$ cat src/include/brhp_defines.vh
`ifndef BRHP_DEFINES_VH
`define BRHP_DEFINES_VH
// =====================================================================
// bus widths
`define BRHP_ADDR_W 16
`define BRHP_DATA_W 16
// =====================================================================
// synchronised pin vector layout
`define BRHP_PIN_W 22
`define BRHP_PIN_HRST 16
`define BRHP_PIN_WE 17
`define BRHP_PIN_OE 18
`define BRHP_PIN_CE 19
`define BRHP_PIN_AVD 20
`define BRHP_PIN_CLK 21
// idle level of every pin: strobes high, clock and address low
`define BRHP_PIN_IDLE 22'h1f_0000
// =====================================================================
// configuration word (system configuration 1) and its fields
`define BRHP_CFG_ADDR 16'hf221
`define BRHP_CFG_RM_BIT 15
`define BRHP_CFG_LAT_HI 14
`define BRHP_CFG_LAT_LO 12
`define BRHP_CFG_LEN_HI 11
`define BRHP_CFG_LEN_LO 9
// =====================================================================
// latency limits and default
`define BRHP_LAT_DEFAULT 3'h4
`define BRHP_LAT_MIN 3'h3
// =====================================================================
// burst length codes
`define BRHP_LEN_CONT 3'h0
`define BRHP_LEN_4 3'h1
`define BRHP_LEN_8 3'h2
`define BRHP_LEN_16 3'h3
`define BRHP_LEN_32 3'h4
`define BRHP_MASK_4 16'h0003
`define BRHP_MASK_8 16'h0007
`define BRHP_MASK_16 16'h000f
`define BRHP_MASK_32 16'h001f
// =====================================================================
// fifo shape
`define BRHP_FIFO_DEPTH 16
`define BRHP_FIFO_AW 4
`endif

$ cat src/rtl/brhp_fifo.v
`timescale 1ns/1ns
// =====================================================================
// small synchronous fifo, registered read data
module brhp_fifo #(
    parameter WIDTH = 16,
    parameter DEPTH = 16,
    parameter AW = 4
) (
    input wire core_clk,
    input wire rst_n,
    input wire clear,
    input wire in_valid,
    output wire in_ready,
    input wire [WIDTH-1:0] in_data,
    output wire out_valid,
    input wire out_ready,
    output reg [WIDTH-1:0] out_data
);
    reg [WIDTH-1:0] mem [0:DEPTH-1]; // storage array
    reg [AW:0] wr_ptr_reg; // extra bit unused; count_reg tells full from empty
    reg [AW:0] rd_ptr_reg;
    reg [AW:0] count_reg; // words held, incl. the one in out_data
    wire push;
    wire pop;

    assign push = in_valid && in_ready;
    assign pop = out_valid && out_ready;
    assign in_ready = (count_reg != DEPTH[AW:0]);
    assign out_valid = (count_reg != {(AW+1){1'b0}});

    // write side
    always @(posedge core_clk) begin
        if (push) begin
            mem[wr_ptr_reg[AW-1:0]] <= in_data;
        end
    end

    // pointers and count; clear drops everything
    always @(posedge core_clk or negedge rst_n) begin
        if (!rst_n) begin
            wr_ptr_reg <= {(AW+1){1'b0}};
            rd_ptr_reg <= {(AW+1){1'b0}};
            count_reg <= {(AW+1){1'b0}};
        end else if (clear) begin
            wr_ptr_reg <= {(AW+1){1'b0}};
            rd_ptr_reg <= {(AW+1){1'b0}};
            count_reg <= {(AW+1){1'b0}};
        end else begin
            if (push) begin
                wr_ptr_reg <= wr_ptr_reg + 1'b1;
            end
            if (pop) begin
                rd_ptr_reg <= rd_ptr_reg + 1'b1;
            end
            if (push && !pop) begin
                count_reg <= count_reg + 1'b1;
            end else if (pop && !push) begin
                count_reg <= count_reg - 1'b1;
            end
        end
    end

    // head word; bypass when writing into an empty fifo
    always @(posedge core_clk or negedge rst_n) begin
        if (!rst_n) begin
            out_data <= {WIDTH{1'b0}};
        end else if (push && (count_reg == {(AW+1){1'b0}} ||
                     (pop && count_reg == {{AW{1'b0}}, 1'b1}))) begin
            out_data <= in_data;
        end else if (pop) begin
            out_data <= mem[rd_ptr_reg[AW-1:0] + 1'b1];
        end
    end
endmodule // brhp_fifo

$ cat src/rtl/brhp_host_port.v
`timescale 1ns/1ns
`include "brhp_defines.vh"
// =====================================================================
// read side of the host port: async and burst reads
//
// Overview of operation
// - reset gives async mode; config bit selects burst
// - async: address latched on valid strobe, word out
// - sync: data paced by host burst clock
// - fixed bursts 4/8/16/32 wrap inside aligned group
// - continuous burst: address plus one per edge
// - first word presented at once, ignoring latency
// - latency default four, programmable three to seven
// - n edges after latch; host samples edge n+1
// - after latency, next word on each rising edge
// - latency readable by strobe cycle at config address
// - ready pulses one clock ahead of first fetch
// - sync access in async mode still yields word
// - chip enable, resets, write pulse end burst
// - chip or output enable high tristates data
module brhp_host_port (
    core_clk,
    rst_n,
    burst_clk,
    address_valid_n,
    ce_n,
    oe_n,
    we_n,
    hard_reset_n,
    addr,
    dq_out,
    dq_oe,
    rdy,
    soft_reset,
    cfg_wr_en,
    cfg_wr_data,
    read_mode_select,
    burst_latency_cycles,
    mem_rd_req,
    mem_rd_addr,
    mem_rd_valid,
    mem_rd_data
);
    input wire core_clk; // 250 mhz core clock
    input wire rst_n; // async reset, active low
    input wire burst_clk; // host burst clock pin
    input wire address_valid_n; // address latch strobe pin
    input wire ce_n;
    input wire oe_n;
    input wire we_n;
    input wire hard_reset_n; // hardware reset pin
    input wire [`BRHP_ADDR_W-1:0] addr;
    output reg [`BRHP_DATA_W-1:0] dq_out;
    output reg dq_oe; // high while data pins are driven
    output reg rdy;
    input wire soft_reset; // cold, warm or hot reset pulse
    input wire cfg_wr_en; // write of the configuration word
    input wire [`BRHP_DATA_W-1:0] cfg_wr_data;
    output reg read_mode_select; // 1: synchronous burst
    output reg [2:0] burst_latency_cycles;
    output wire mem_rd_req; // one-cycle read request
    output wire [`BRHP_ADDR_W-1:0] mem_rd_addr;
    input wire mem_rd_valid; // read answer strobe
    input wire [`BRHP_DATA_W-1:0] mem_rd_data;

    // =================================================================
    // states
    localparam ST_IDLE = 2'h0; // no transfer
    localparam ST_ASYNC = 2'h1; // single word, strobe paced
    localparam ST_LAT = 2'h2; // burst latency counting
    localparam ST_STREAM = 2'h3; // burst words on each edge
    localparam [`BRHP_PIN_W-1:0] PIN_IDLE = `BRHP_PIN_IDLE;

    // =================================================================
    // pin synchronisers
    wire [`BRHP_PIN_W-1:0] pin_raw; // all pins as one vector
    reg [`BRHP_PIN_W-1:0] meta_reg; // first stage, read by sync only
    reg [`BRHP_PIN_W-1:0] sync_reg; // second stage, safe to use
    reg clk_prev_reg; // last burst clock level
    reg avd_prev_reg; // last strobe level
    reg we_prev_reg; // last write enable level
    reg [2:0] burst_len_reg; // burst length code

    assign pin_raw = {burst_clk, address_valid_n, ce_n, oe_n, we_n,
                      hard_reset_n, addr};

    // two flops per pin bit; pins are asynchronous to core_clk
    genvar gi;
    generate
        for (gi = 0; gi < `BRHP_PIN_W; gi = gi + 1) begin : g_sync
            always @(posedge core_clk or negedge rst_n) begin
                if (!rst_n) begin
                    meta_reg[gi] <= PIN_IDLE[gi];
                    sync_reg[gi] <= PIN_IDLE[gi];
                end else begin
                    meta_reg[gi] <= pin_raw[gi];
                    sync_reg[gi] <= meta_reg[gi];
                end
            end
        end
    endgenerate

    wire clk_s = sync_reg[`BRHP_PIN_CLK];
    wire avd_s = sync_reg[`BRHP_PIN_AVD];
    wire ce_s = sync_reg[`BRHP_PIN_CE];
    wire oe_s = sync_reg[`BRHP_PIN_OE];
    wire we_s = sync_reg[`BRHP_PIN_WE];
    wire hrst_s = sync_reg[`BRHP_PIN_HRST];
    wire [`BRHP_ADDR_W-1:0] addr_s = sync_reg[`BRHP_ADDR_W-1:0];

    // edge history, taken from the second stage only
    always @(posedge core_clk or negedge rst_n) begin
        if (!rst_n) begin
            clk_prev_reg <= 1'b0;
            avd_prev_reg <= 1'b1;
            we_prev_reg <= 1'b1;
        end else begin
            clk_prev_reg <= clk_s;
            avd_prev_reg <= avd_s;
            we_prev_reg <= we_s;
        end
    end

    wire clk_rise = clk_s && !clk_prev_reg;
    wire avd_fall = !avd_s && avd_prev_reg;
    wire we_fall = !we_s && we_prev_reg;
    // a read cycle: chip selected, write enable high
    wire rd_sel = !ce_s && we_s;

    // =================================================================
    // configuration: mode, latency, length
    wire any_reset = soft_reset || !hrst_s;
    wire [2:0] cfg_lat_in = cfg_wr_data[`BRHP_CFG_LAT_HI:`BRHP_CFG_LAT_LO];

    // reset values give async mode and four clocks of latency
    always @(posedge core_clk or negedge rst_n) begin
        if (!rst_n) begin
            read_mode_select <= 1'b0;
            burst_latency_cycles <= `BRHP_LAT_DEFAULT;
            burst_len_reg <= `BRHP_LEN_CONT;
        end else if (any_reset) begin
            read_mode_select <= 1'b0;
            burst_latency_cycles <= `BRHP_LAT_DEFAULT;
            burst_len_reg <= `BRHP_LEN_CONT;
        end else if (cfg_wr_en) begin
            read_mode_select <= cfg_wr_data[`BRHP_CFG_RM_BIT];
            // values under three are raised to the minimum
            burst_latency_cycles <= (cfg_lat_in < `BRHP_LAT_MIN) ?
                `BRHP_LAT_MIN : cfg_lat_in;
            burst_len_reg <= cfg_wr_data[`BRHP_CFG_LEN_HI:`BRHP_CFG_LEN_LO];
        end
    end

    // configuration word as read back by the host
    wire [`BRHP_DATA_W-1:0] cfg_word = {read_mode_select,
        burst_latency_cycles, burst_len_reg, 9'h000};

    // wrap mask of the selected fixed burst length
    reg [`BRHP_ADDR_W-1:0] wrap_mask;
    always @* begin
        case (burst_len_reg)
            `BRHP_LEN_4: wrap_mask = `BRHP_MASK_4;
            `BRHP_LEN_8: wrap_mask = `BRHP_MASK_8;
            `BRHP_LEN_16: wrap_mask = `BRHP_MASK_16;
            `BRHP_LEN_32: wrap_mask = `BRHP_MASK_32;
            default: wrap_mask = {`BRHP_ADDR_W{1'b1}}; // continuous
        endcase
    end

    // =================================================================
    // control state machine
    reg [1:0] state_reg;
    reg [1:0] state_next;
    reg [2:0] lat_cnt_reg; // edges since the latching edge
    reg [2:0] lat_cnt_next;
    reg first_shown_reg; // first word already on the pins
    reg first_shown_next;
    reg rdy_next;
    reg start; // begin fetching at the latched address
    reg start_single; // fetch one word only
    reg abort; // drop the transfer and flush

    // fifo hookup
    wire fifo_in_valid;
    wire fifo_in_ready;
    wire [`BRHP_DATA_W-1:0] fifo_in_data;
    wire fifo_out_valid;
    reg fifo_pop;
    wire [`BRHP_DATA_W-1:0] fifo_out_data;

    // burst termination: chip enable high, either reset, write pulse
    wire burst_end = ce_s || any_reset || we_fall;

    // next state and the word pop per clock edge
    always @* begin
        state_next = state_reg;
        lat_cnt_next = lat_cnt_reg;
        first_shown_next = first_shown_reg;
        rdy_next = 1'b0;
        start = 1'b0;
        start_single = 1'b0;
        abort = 1'b0;
        fifo_pop = 1'b0;
        case (state_reg)
            ST_IDLE: begin
                if (rd_sel && !any_reset) begin
                    if (read_mode_select && !avd_s && clk_rise) begin
                        // address taken on the clock edge
                        start = 1'b1;
                        state_next = ST_LAT;
                    end else if (avd_fall && !read_mode_select) begin
                        // strobe paced, also when the host clocks
                        // while the mode is still asynchronous
                        start = 1'b1;
                        start_single = 1'b1;
                        state_next = ST_ASYNC;
                    end
                end
                lat_cnt_next = 3'h0;
                first_shown_next = 1'b0;
            end
            ST_ASYNC: begin
                if (!first_shown_reg && fifo_out_valid) begin
                    fifo_pop = 1'b1;
                    first_shown_next = 1'b1;
                end
                if (ce_s || any_reset || !we_s) begin
                    abort = 1'b1;
                    state_next = ST_IDLE;
                end else if (avd_fall) begin
                    // a new address only ends the access; back in ST_IDLE no strobe fall is seen, so no new one starts
                    abort = 1'b1;
                    state_next = ST_IDLE;
                end
            end
            ST_LAT: begin
                // first word goes out as soon as it exists
                if (!first_shown_reg && fifo_out_valid) begin
                    fifo_pop = 1'b1;
                    first_shown_next = 1'b1;
                end
                if (clk_rise) begin
                    lat_cnt_next = lat_cnt_reg + 3'h1;
                end
                // ready rises one host clock ahead of the fetch edge
                rdy_next = (lat_cnt_next == burst_latency_cycles);
                if (clk_rise && lat_cnt_reg == burst_latency_cycles) begin
                    // edge n+1: host samples the first word here
                    rdy_next = 1'b0;
                    state_next = ST_STREAM;
                    // the same edge already moves on to the second word
                    if (first_shown_reg && fifo_out_valid) begin
                        fifo_pop = 1'b1;
                    end
                end
                if (burst_end) begin
                    abort = 1'b1;
                    rdy_next = 1'b0;
                    state_next = ST_IDLE;
                end
            end
            ST_STREAM: begin
                // each later edge moves to the next word
                if (clk_rise && fifo_out_valid) begin
                    fifo_pop = 1'b1;
                end
                if (burst_end) begin
                    abort = 1'b1;
                    state_next = ST_IDLE;
                end
            end
            default: begin
                abort = 1'b1;
                state_next = ST_IDLE;
            end
        endcase
    end

    // state registers
    always @(posedge core_clk or negedge rst_n) begin
        if (!rst_n) begin
            state_reg <= ST_IDLE;
            lat_cnt_reg <= 3'h0;
            first_shown_reg <= 1'b0;
            rdy <= 1'b0;
        end else begin
            state_reg <= state_next;
            lat_cnt_reg <= lat_cnt_next;
            first_shown_reg <= first_shown_next;
            rdy <= rdy_next;
        end
    end

    // =================================================================
    // fetcher: one read outstanding, stalled by fifo back-pressure
    reg [`BRHP_ADDR_W-1:0] fetch_addr_reg;
    reg [5:0] fetch_left_reg; // words still to fetch
    reg fetch_on_reg; // fetching enabled
    reg fetch_cont_reg; // no word limit
    reg pend_reg; // a memory read is in flight
    reg cfg_push_reg; // pending config readback word
    wire start_cfg = start && (addr_s == `BRHP_CFG_ADDR);
    wire fetch_more = fetch_cont_reg || (fetch_left_reg != 6'h00);

    // stale answers after an abort are ignored via pend_reg; the
    // memory must answer before the next strobe can arrive
    assign mem_rd_req = fetch_on_reg && !pend_reg && !cfg_push_reg &&
                        fetch_more && fifo_in_ready;
    assign mem_rd_addr = fetch_addr_reg;
    assign fifo_in_valid = (mem_rd_valid && pend_reg) || cfg_push_reg;
    assign fifo_in_data = cfg_push_reg ? cfg_word : mem_rd_data;

    // address walk: linear, or wrapping inside the aligned group
    wire [`BRHP_ADDR_W-1:0] addr_inc = fetch_addr_reg + 16'h0001;
    wire [`BRHP_ADDR_W-1:0] addr_wrap =
        (fetch_addr_reg & ~wrap_mask) | (addr_inc & wrap_mask);

    // words per fixed burst; the host ends it with chip enable
    reg [5:0] burst_words;
    always @* begin
        case (burst_len_reg)
            `BRHP_LEN_4: burst_words = 6'h04;
            `BRHP_LEN_8: burst_words = 6'h08;
            `BRHP_LEN_16: burst_words = 6'h10;
            `BRHP_LEN_32: burst_words = 6'h20;
            default: burst_words = 6'h00;
        endcase
    end

    always @(posedge core_clk or negedge rst_n) begin
        if (!rst_n) begin
            fetch_addr_reg <= {`BRHP_ADDR_W{1'b0}};
            fetch_left_reg <= 6'h00;
            fetch_on_reg <= 1'b0;
            fetch_cont_reg <= 1'b0;
            pend_reg <= 1'b0;
            cfg_push_reg <= 1'b0;
        end else if (abort) begin
            fetch_on_reg <= 1'b0;
            pend_reg <= 1'b0;
            cfg_push_reg <= 1'b0;
        end else if (start) begin
            fetch_addr_reg <= addr_s;
            // config readback is a single word in either mode
            cfg_push_reg <= start_cfg;
            fetch_on_reg <= !start_cfg;
            fetch_cont_reg <= !start_single &&
                              (burst_len_reg == `BRHP_LEN_CONT);
            fetch_left_reg <= start_single ? 6'h01 : burst_words;
        end else begin
            if (cfg_push_reg && fifo_in_ready) begin
                cfg_push_reg <= 1'b0;
            end
            if (mem_rd_req) begin
                pend_reg <= 1'b1;
                fetch_addr_reg <= addr_wrap;
                if (!fetch_cont_reg) begin
                    fetch_left_reg <= fetch_left_reg - 6'h01;
                end
            end else if (mem_rd_valid) begin
                pend_reg <= 1'b0;
            end
            // fixed burst wraps again until the host stops it
            if (!fetch_cont_reg && !fetch_more && !start_single &&
                state_reg != ST_ASYNC) begin
                fetch_left_reg <= burst_words;
            end
        end
    end

    // =================================================================
    // fifo between memory fetch and pin output
    brhp_fifo #(
        .WIDTH(`BRHP_DATA_W),
        .DEPTH(`BRHP_FIFO_DEPTH),
        .AW(`BRHP_FIFO_AW)
    ) u_fifo (
        .core_clk(core_clk),
        .rst_n(rst_n),
        .clear(abort),
        .in_valid(fifo_in_valid),
        .in_ready(fifo_in_ready),
        .in_data(fifo_in_data),
        .out_valid(fifo_out_valid),
        .out_ready(fifo_pop),
        .out_data(fifo_out_data)
    );

    // =================================================================
    // data pins; the head word is taken at the pop, since the fifo
    // moves its output register to the next word on that same edge
    always @(posedge core_clk or negedge rst_n) begin
        if (!rst_n) begin
            dq_out <= {`BRHP_DATA_W{1'b0}};
            dq_oe <= 1'b0;
        end else begin
            if (fifo_pop) begin
                dq_out <= fifo_out_data;
            end
            // drive only with both enables low and not writing
            dq_oe <= !ce_s && !oe_s && we_s && hrst_s;
        end
    end
endmodule // brhp_host_port
$ cat config.mk
export PLATFORM = sky130hd
export DESIGN_NAME = brhp_host_port
export DESIGN_NICKNAME = d
export VERILOG_FILES = /design/src/rtl/brhp_fifo.v /design/src/rtl/brhp_host_port.v
export VERILOG_INCLUDE_DIRS = /design/src /design/src/include
export SDC_FILE = /design/constraint.sdc
export NUM_CORES = 1
export LEC_CHECK = 0
export ABC_CLOCK_PERIOD_IN_PS = 3350
export BUFFER_PORTS_ARGS = -buffer_cell sky130_fd_sc_hd__buf_2
export CAP_MARGIN = 20
export CORE_MARGIN = 5
export CORE_UTILIZATION = 55
export CTS_CLUSTER_SIZE = 16
export DETAILED_ROUTE_END_ITERATION = 10
export GPL_ROUTABILITY_DRIVEN = 0
export PLACE_DENSITY = 0.73
export RECOVER_POWER = 50
export SLEW_MARGIN = 25
export SYNTH_ARGS = -nofsm -noshare
export SYNTH_HDL_FRONTEND = slang
export SYNTH_SLANG_ARGS = --single-unit
$ cat constraint.sdc
create_clock -name core_clk -period 3.35 [get_ports core_clk]
set_clock_uncertainty 0.1 [all_clocks]
set_input_delay 0.8375 -clock core_clk [delete_from_list [all_inputs] [get_ports core_clk]]
set_output_delay 0.8375 -clock core_clk [all_outputs]
set_load 0.01 [all_outputs]
* Yosys cells after proc, flatten, opt, wreduce, memory -nomap -nowiden
Memories as Yosys holds them, arrays and structs flattened. Cells that the tools add are included. Widths: inputs -> output; s select.
Word-level totals: logic and storage cells 253, input port bits 59, bits in registers 135, bits in writable memories 256, output and inout bits 39, memories 1
Memory list:
- u_fifo.mem | words 16, bits a word 16, read ports 1, clocked after memory_dff 0, wr ports 1, RTL line brhp_fifo.v:19 | reg [WIDTH-1:0] mem [0:DEPTH-1];
Operators by class: magnitude comparators 1, mux-type cells 70, add/subtract/negate cells 8, reduce and logical (&&, ||, !) cells 81, equal/unequal tests 21, bitwise logic cells 5
Operator list (number):
- $mux 16 | 5
- $pmux 16 s4 | 1
- $mux 5 | 7
- $and 16x16->16 | 2
- $logic_and 1x1->1 | 32
- $mux 1 | 31
- $mux 6 | 5
- $pmux 6 s4 | 1
- $mux 3 | 7
- $logic_not 1->1 | 17
- $add 16x1->16 const B | 1
- $eq 16x16->1 const B | 1
- $mux 2 | 8
- $not 16->16 | 1
- $or 16x16->16 | 1
- $reduce_bool 2->1 | 8
- $add 5x1->5 const B | 3
- $reduce_bool 3->1 | 4
- $ne 3x3->1 const B | 3
- $pmux 2 s4 | 1
- $reduce_and 2->1 | 4
- $logic_or 1x1->1 | 7
- $eq 3x2->1 const B | 2
- $eq 3x3->1 | 2
- 26 further kinds | 32

* Logic depth before layout (Yosys ltp)
Gate-level depths: netlist (run 1).
depth in word-level cells 12, depth in mapped cells 10, depth with buffers taken out 9

* By module
From an unflattened synthesis (run 1), not the netlist that was laid out.
Second synthesis, totals: cell total of the unflattened synthesis 968, area, all modules 16084.2 um^2
Modules (own cells, without submodules):
- brhp_fifo | area an instance 11319.6 um^2, instances 1, cells each 561, sequential area each 8413.1 um^2
- brhp_host_port | area an instance 4764.6 um^2, instances 1, cells each 407, sequential area each 2618.8 um^2

* Worst setup path before layout (run 1)
Ideal clock, no wire load.
path kind input to register, start input mem_rd_valid, end memory u_fifo.mem[3][0] (enable), slack 0.049 ns, arrival 2.792 ns, data required time 2.841 ns, library setup time 0.409 ns, stages 5, path buffers 1, cell sequence a21oi_1 nor2_1 clkbuf_1 nand2_1 nor3_1
Between the ends: word-level cells in the longest chain between the ends 5
Ends and longest elaborated chain:
- start, declared | RTL line brhp_host_port.v:63 | input wire mem_rd_valid;
- $logic_and 1x1->1 | RTL line brhp_host_port.v:310 | assign fifo_in_valid = (mem_rd_valid && pend_reg) || cfg_push_reg;
- $logic_or 1x1->1 | RTL line brhp_host_port.v:310
- $logic_and 1x1->1 | RTL line brhp_fifo.v:26 | assign push = in_valid && in_ready;
- $mux 1 | RTL line brhp_fifo.v:33 | if (push) begin
- $mux 1 (implied by the code) | RTL line brhp_fifo.v:34 | mem[wr_ptr_reg[AW-1:0]] <= in_data;
- end, declared | RTL line brhp_fifo.v:19
No other way between the ends.

* Worst setup path in the final report (run 1)
start register fetch_left_reg[0], end output mem_rd_req
Between the ends: word-level cells in the longest chain between the ends 4
Ends and longest elaborated chain:
- start, declared | RTL line brhp_host_port.v:297 | reg [5:0] fetch_left_reg;
- start signal, assigned | RTL line brhp_host_port.v:349 | fetch_left_reg <= start_single ? 6'h01 : burst_words;
- start signal, assigned | RTL line brhp_host_port.v:358 | fetch_left_reg <= fetch_left_reg - 6'h01;
- start signal, assigned | RTL line brhp_host_port.v:366 | fetch_left_reg <= burst_words;
- $reduce_bool 6->1 | RTL line brhp_host_port.v:303 | wire fetch_more = fetch_cont_reg || (fetch_left_reg != 6'h00);
- $logic_or 1x1->1 | RTL line brhp_host_port.v:303
- $logic_and 1x1->1 | RTL line brhp_host_port.v:307 | assign mem_rd_req = fetch_on_reg && !pend_reg && !cfg_push_reg &&
- $logic_and 1x1->1 | RTL line brhp_host_port.v:308 | fetch_more && fifo_in_ready;
- end, declared | RTL line brhp_host_port.v:61 | output wire mem_rd_req;
No other way between the ends.

==> flow_summary_export.csv, run 1 <==
group,metric,value,unit
run_status,status,"complete, but fails checks",
run_status,violations,"capacitance limit, slew limit",
detailed_routing,drc,0,
timing,fin_tns_setup,0,ns
detailed_routing,drt_iter0_markers,822,
yosys,synth_xor_area_share,1.759,%
detailed_routing,ant_nets,0,
cells_and_area,fin_util,63.98,%
worst_setup_path,cp-end-kind,"output port",
yosys,yosys_warnings,0,
worst_setup_path,crit_required,2.41,ns
clock_tree,cts_tree,"built",
floorplanning,die_w,180.2,um
timing,finalSetupViolations,0,
cells_and_area,finalInstanceArea,18310,sq um
clock_tree,h-tree-depth,2,
worst_setup_path,critPathMostFrequentCell,"inv_1",
floorplanning,core-area,28630,sq um
global_routing,grt_util_met2,32.77,%
power_and_ir_drop,power_density,733.2,nW/um^2
clock_tree,clock-root-buffer,"clkbuf_16",
floorplanning,start_util,55.65,%
worst_setup_path,startpoint_type,"register",
power_and_ir_drop,ir_worst_vdd,0.3590,mV
yosys,syn_inst,982,
detailed_routing,drt_pass1_iterations,5,
global_routing,grt_max_degree,67,
floorplanning,io_pins,98,
worst_setup_path,path_buf_inv,3,
yosys,syn_nets,1057,
clock_tree,cts_buffers,39,
yosys,syn-cell-area,15930,sq um
worst_setup_path,max_stage_delay,0.50,ns
global_routing,grt_first_pass_wirelength,52650,um
yosys,yosys.area_share.simple,6.904,%
global_routing,met3_usage,3.593,%
yosys,ys.flop_type,"edfxtp_1",
yosys,synth_area_leaders,"edfxtp_1, dfrtp_1, mux4_2, mux2_2, dfstp_2",
yosys,synth-edff-count,256,
timing,slew_viol_final,60,
placement,dp_hpwl,19870,um
floorplanning,rows,62,
timing,hold_viol,0,
yosys,syn_area_per_cell,16.22,sq um
detailed_routing,drt_wl_total,32830,um
timing,period_share,95.61,%
yosys,ys_ff_latch,389,
global_routing,gr-total-overflow,0,
job,maxCapViolations,1,
global_routing,first_global_vias,9088,
clock_tree,tritoncts_num_sinks,389,
timing,relSlewSlack,-3.435,%
clock_tree,clk_latency,0.54,ns
cells_and_area,n_antenna_cell,0,
floorplanning,dieArea,32470,sq um
global_routing,gr-max-usage-layer,"met2",
detailed_routing,via_per_inst,5.785,
timing,worstMarginPinSlew,1.552,ns
worst_setup_path,critPathKind,"register to output port",
worst_setup_path,cp_slowest_cell,"or4b_4",
global_routing,track_usage,20.59,%
timing,rsz0062_at_grt,"false",
clock_tree,clk_pin_slew,0.06,ns
global_routing,grt_util_met1,30.11,%
cells_and_area,drive_gt1_share,29.07,%
yosys,synth_cell_types,65,
clock_tree,cts_max_path_buffers,3,
cells_and_area,largest_register_ff_count,256,
placement,placed_area,17070,sq um
worst_setup_path,path_max_fanout,3,
yosys,synth_top_family_by_area,"multiplexers",
detailed_routing,vias,8788,
yosys,synth_top_area_share,48.26,%
yosys,async_flop_share,34.19,%
yosys,synthAdderAreaFrac,1.257,%
worst_setup_path,critical-path-top-delay-family,"simple AND/OR/NAND/NOR gates",
power_and_ir_drop,total_leakage_power,0.006660,uW
worst_setup_path,critPathArrivalTime,2.27,ns
placement,io_buffer_count,88,
hold_path,hp-class,"register to register",
worst_setup_path,crit_chain,"inv_1 > ha_1 > or4b_4 > o311ai_2 > inv_1 > buf_2",
yosys,synthMuxAreaShare,14.70,%
yosys,ys_seq_area_share,69.25,%
timing,finalCriticalPeriod,3.203,ns
floorplanning,die_h,180.2,um
detailed_routing,wl_per_cell,21.61,um
global_routing,antenna_found_initial,0,
cells_and_area,syn_to_final_growth,14.96,%
timing,max_freq,0.3122,GHz
yosys,synth_compound_area_share,4.257,%
cells_and_area,final_nets,1180,
yosys,synth_area_leader_cell,"edfxtp_1",
==> cell usage in the layout (no fill, tap or decap), types with 6 or more instances in the layout <==
master     instances
edfxtp_1         256
clkbuf_16         40
clkbuf_1          17
clkbuf_8           6
xor2_1             9
mux2i_1           27
inv_1             16
a21oi_1           18
nand3_1           10
dfstp_2           10
mux4_2            64
buf_4             31
buf_2             87
o21ai_0           58
nor3_1            13
nand2b_1           6
dfrtp_1          119
mux2_2            49
nor2b_1           14
nor2_1            56
nand4_1            7
clkinv_2           6
mux2_1             7
ha_1              15
xnor2_1           21
nand2_1           71
==> synth_stat cells (all sizes together), types with 3 or more instances <==
cell type / number
a21oi: 19
or4: 3
a311oi: 3
dfrtp: 120
o31ai: 5
nand4: 7
o21ai: 61
or3: 4
nor4bb: 3
xnor2: 21
nor3b: 3
buf: 20
ha: 16
nor4: 4
nor2: 57
mux2: 56
xor2: 11
dfstp: 13
mux2i: 27
edfxtp: 256
clkbuf: 29
o22ai: 4
nor4b: 4
nor2b: 14
nand2b: 6
a31oi: 5
nand2: 71
inv: 16
nand3: 10
nand3b: 4
mux4: 64
nor3: 18
==> routing by layer <==
metal | vias to the layer above | share of wire [%]
li1 | 3979 | -
met1 | 4476 | 43
met2 | 291 | 48
met3 | 42 | 6.8
met4 | 0 | 1.9
met5 | - | 0
==> per-stage QoR <==
stage | setup WS (ns) | total power [uW] | cells | hold slack [ns]
after floorplan | 0.04896 | 8307 | 982 | 0.2312
after global placement | 0.5077 | 9190 | 1447 | 0.2320
after detailed placement | 0.4143 | 9293 | 1447 | 0.2347
after CTS | 0.07003 | 13560 | 1519 | 0.2049
after global routing | 0.06828 | 14140 | 1519 | 0.2510
final | 0.1471 | 13430 | 1519 | 0.2460
==> cells by family after synthesis <==
kind of cell             after synthesis
AO/OA/AOI/OAI                        113
multiplexers                         147
AND/OR/NAND/NOR                      220
flip-flops                           389
buffers and inverters                 65
XOR/XNOR                              32
adder cells (fa/ha/maj)               16
==> power by group <==
group          total [uW]  internal (uW)  switching [uW]
Combinational        3290           1640            1650
Clock                4230           2500            1730
Sequential           5910           5550             361
==> final cells by class <==
| cell class | instances | area (sq um) |
|---|---|---|
| clock inverters | 13 | 130.1 |
| inverters | 16 | 60.06 |
| multi-input cells | 528 | 4677 |
| well taps | 384 | 480.5 |
| fillers | 2007 | 10310 |
| flip-flops and latches | 389 | 11040 |
| clock buffers | 58 | 1130 |
| repair buffers | 131 | 800.8 |
==> path summary, 6_finish.rpt <==
check                                          start            endpoint  slack [ns]  cells after the start
worst min-delay path                    meta_reg[15]          addr_s[15]        0.25                      0
worst max-delay path               fetch_left_reg[0]          mem_rd_req        0.15                      6
worst min register to register          meta_reg[15]          addr_s[15]        0.25                      0
max in group asynchronous                      rst_n  u_fifo.out_data[1]        0.77                      2
worst max register to register  u_fifo.rd_ptr_reg[0]  u_fifo.out_data[4]        0.63                      7
min in group asynchronous                      rst_n        meta_reg[10]        0.60                      1
==> what timing repair did <==
action,4_1_cts,5_1_grt
setup endpoints to repair,1,1
hold buffers,0,0
gates resized for setup,0,1
hold endpoints to repair,0,0
gates cloned,0,0
buffers inserted,1,0
No activity file was read; power rests on OpenSTA's default activity.
==> run 2, diff against run 1 <==
--- a/config.mk
+++ b/config.mk
@@ -10,11 +10,11 @@
 export BUFFER_PORTS_ARGS = -buffer_cell sky130_fd_sc_hd__buf_2
 export CAP_MARGIN = 20
 export CORE_MARGIN = 5
-export CORE_UTILIZATION = 55
+export CORE_UTILIZATION = 53
 export CTS_CLUSTER_SIZE = 16
 export DETAILED_ROUTE_END_ITERATION = 10
 export GPL_ROUTABILITY_DRIVEN = 0
-export PLACE_DENSITY = 0.73
+export PLACE_DENSITY = 0.71
 export RECOVER_POWER = 50
 export SLEW_MARGIN = 25
 export SYNTH_ARGS = -nofsm -noshare
==> flow_summary_export.csv, run 2 (same netlist as run 1, synthesis figures left out) <==
group,metric,value,unit
run_status,status,"complete, but fails checks",
run_status,violations,"capacitance limit, slew limit",
floorplanning,die_w,183.4,um
placement,pre_cts_slack,0.4385,ns
power_and_ir_drop,total_leakage_power,0.006612,uW
clock_tree,cts_max_path_buffers,3,
detailed_routing,drt_iter0_markers,767,
detailed_routing,vias,8844,
cells_and_area,instances_no_fill,1534,
power_and_ir_drop,clkPwrFrac,31.1,%
clock_tree,clk_pin_slew,0.06,ns
cells_and_area,syn_to_final_growth,14.97,%
clock_tree,cts_buffers,40,
timing,fin_ws,0.1292,ns
detailed_routing,drc,0,
floorplanning,dieArea,33620,sq um
power_and_ir_drop,power_density,722.5,nW/um^2
hold_path,hp-class,"register to register",
worst_setup_path,path_max_fanout,3,
cells_and_area,largest_register_ff_count,256,
worst_setup_path,startpoint_type,"register",
power_and_ir_drop,intPower,9520,uW
power_and_ir_drop,pwr-share-comb,24.4,%
timing,period_share,96.14,%
worst_setup_path,cp-end-kind,"output port",
timing,relSlewSlack,-2.688,%
timing,max_freq,0.3105,GHz
clock_tree,clk_latency,0.52,ns
detailed_routing,drt_pass1_iterations,5,
clock_tree,cts_tree,"built",
placement,placed_cells,1460,
global_routing,track_usage,19.93,%
cells_and_area,final_common_cell,"edfxtp_1",
global_routing,first_global_vias,9111,
floorplanning,core-area,29640,sq um
cells_and_area,drive_gt1_share,27.27,%
detailed_routing,ant_nets,0,
timing,finalSetupViolations,0,
timing,whs,0.2418,ns
detailed_routing,wl_per_cell,21.26,um
detailed_routing,wl_met2,15840,um
detailed_routing,wl_met3,1450,um
floorplanning,io_pins,98,
worst_setup_path,critPathMostFrequentCell,"inv_1",
detailed_routing,wl_met1,14800,um
worst_setup_path,cp_slowest_cell,"or4b_4",
power_and_ir_drop,p_sw,3713,uW
clock_tree,h-tree-depth,2,
cells_and_area,n_antenna_cell,0,
worst_setup_path,critPathArrivalTime,2.28,ns
global_routing,grt_max_degree,67,
cells_and_area,layout_common_cells,"edfxtp_1, dfrtp_1, nand2_1, mux4_2, buf_2",
cells_and_area,final_nets,1188,
timing,worstMarginPinSlew,1.540,ns
timing,slew_viol_final,55,
worst_setup_path,critical-path-top-delay-family,"simple AND/OR/NAND/NOR gates",
floorplanning,rows,63,
placement,dp_hpwl,20290,um
power_and_ir_drop,seq_power_share,44.6,%
cells_and_area,finalInstanceArea,18320,sq um
detailed_routing,via_per_inst,5.765,
timing,hold_viol,0,
detailed_routing,drt_wl_total,32620,um
global_routing,grt_first_pass_wirelength,52080,um
placement,io_buffer_count,88,
worst_setup_path,max_stage_delay,0.51,ns
clock_tree,cts_hold_buf,0,
clock_tree,tritoncts_num_sinks,389,
worst_setup_path,crit_required,2.41,ns
floorplanning,die_h,183.4,um
clock_tree,clock-root-buffer,"clkbuf_16",
timing,rsz0062_at_grt,"false",
power_and_ir_drop,p_sw_share,28.06,%
placement,placed_area,17130,sq um
floorplanning,start_util,53.75,%
power_and_ir_drop,ir_worst_vdd,0.4283,mV
timing,finalCriticalPeriod,3.221,ns
global_routing,antenna_found_initial,0,
timing,fin_tns_setup,0,ns
job,maxCapViolations,1,
worst_setup_path,critPathKind,"register to output port",
worst_setup_path,path_buf_inv,3,
worst_setup_path,crit_chain,"inv_1 > ha_1 > or4b_4 > o311ai_2 > inv_1 > buf_2",
global_routing,gr-total-overflow,0,
detailed_routing,highest_layer,"met4",
==> run 2: cell types whose count changed in the layout (fill, tap and decap cells not counted) <==
cell       change
buf_2         -24
clkbuf_1      +22
buf_4          +9
clkinv_1       +5
clkbuf_8       -4
clkinv_2       +2
bufinv_16      -1
clkbuf_16      +1
clkbuf_2       -1
==> run 2: what timing repair did <==
item / in CTS / in global routing
buffers inserted: 1 / 0
resized for setup: 0 / 1
endpoints found under the setup margin: 1 / 1
==> run 2: final timing paths <==
| kind | from | end | slack [ns] | depth (start not counted) |
|---|---|---|---|---|
| setup / recovery | fetch_left_reg[0] | mem_rd_req | 0.13 | 6 |
| max in group asynchronous | rst_n | meta_reg[10] | 1.26 | 2 |
| min in group asynchronous | rst_n | addr_s[10] | 0.59 | 1 |
| hold / removal | meta_reg[10] | addr_s[10] | 0.24 | 0 |
| setup reg to reg | state_reg[0] | u_fifo.out_data[0] | 0.58 | 10 |
| hold reg to reg | meta_reg[10] | addr_s[10] | 0.24 | 0 |
==> run 2: cell type report <==
| class | count | area (sq um) |
|---|---|---|
| Fill cell | 2221 | 11320 |
| Sequential cell | 389 | 11040 |
| Multi-Input combinational cell | 528 | 4677 |
| Clock buffer | 54 | 1095 |
| Timing Repair Buffer | 138 | 830.8 |
| Tap cell | 390 | 488.0 |
| Clock inverter | 19 | 128.9 |
| Inverter | 16 | 60.06 |
==> run 2: worst register-to-register path: stages (launching register included) <==
cell and delay, ns:
dfrtp_1 0.41, inv_1 0.11, ha_1 0.26, nand4bb_1 0.13, nor4b_1 0.30, buf_4 0.19, nor2_1 0.06, nor3b_1 0.20
o211a_1 0.16, buf_4 0.34, mux2_2 0.40
==> run 2: metal layers <==
layer | global-route usage (%) | vias up
met2 | 32.09 | 211
met1 | 29.45 | 4597
met4 | 4.410 | 0
li1 | - | 4002
met5 | 0 | -
met3 | 2.975 | 34
==> run 2: power groups by stage <==
stage / Combinational, uW / Sequential [uW] / Clock [uW]
6_report: 3220 / 5900 / 4110
5_1_grt: 3580 / 5950 / 4440
4_1_cts: 3290 / 5900 / 4220
3_5_place_dp: 3270 / 5990 / 0
3_3_place_gp: 3200 / 5970 / 0
2_1_floorplan: 2350 / 5960 / 0
==> run 2: through the flow <==
step | util (%) | total power, uW
floorplan | - | 8307
global placement | 57.80 | 9175
detailed placement | 57.80 | 9257
CTS | 61.95 | 13410
global route | 61.80 | 13970
finish | 61.80 | 13230
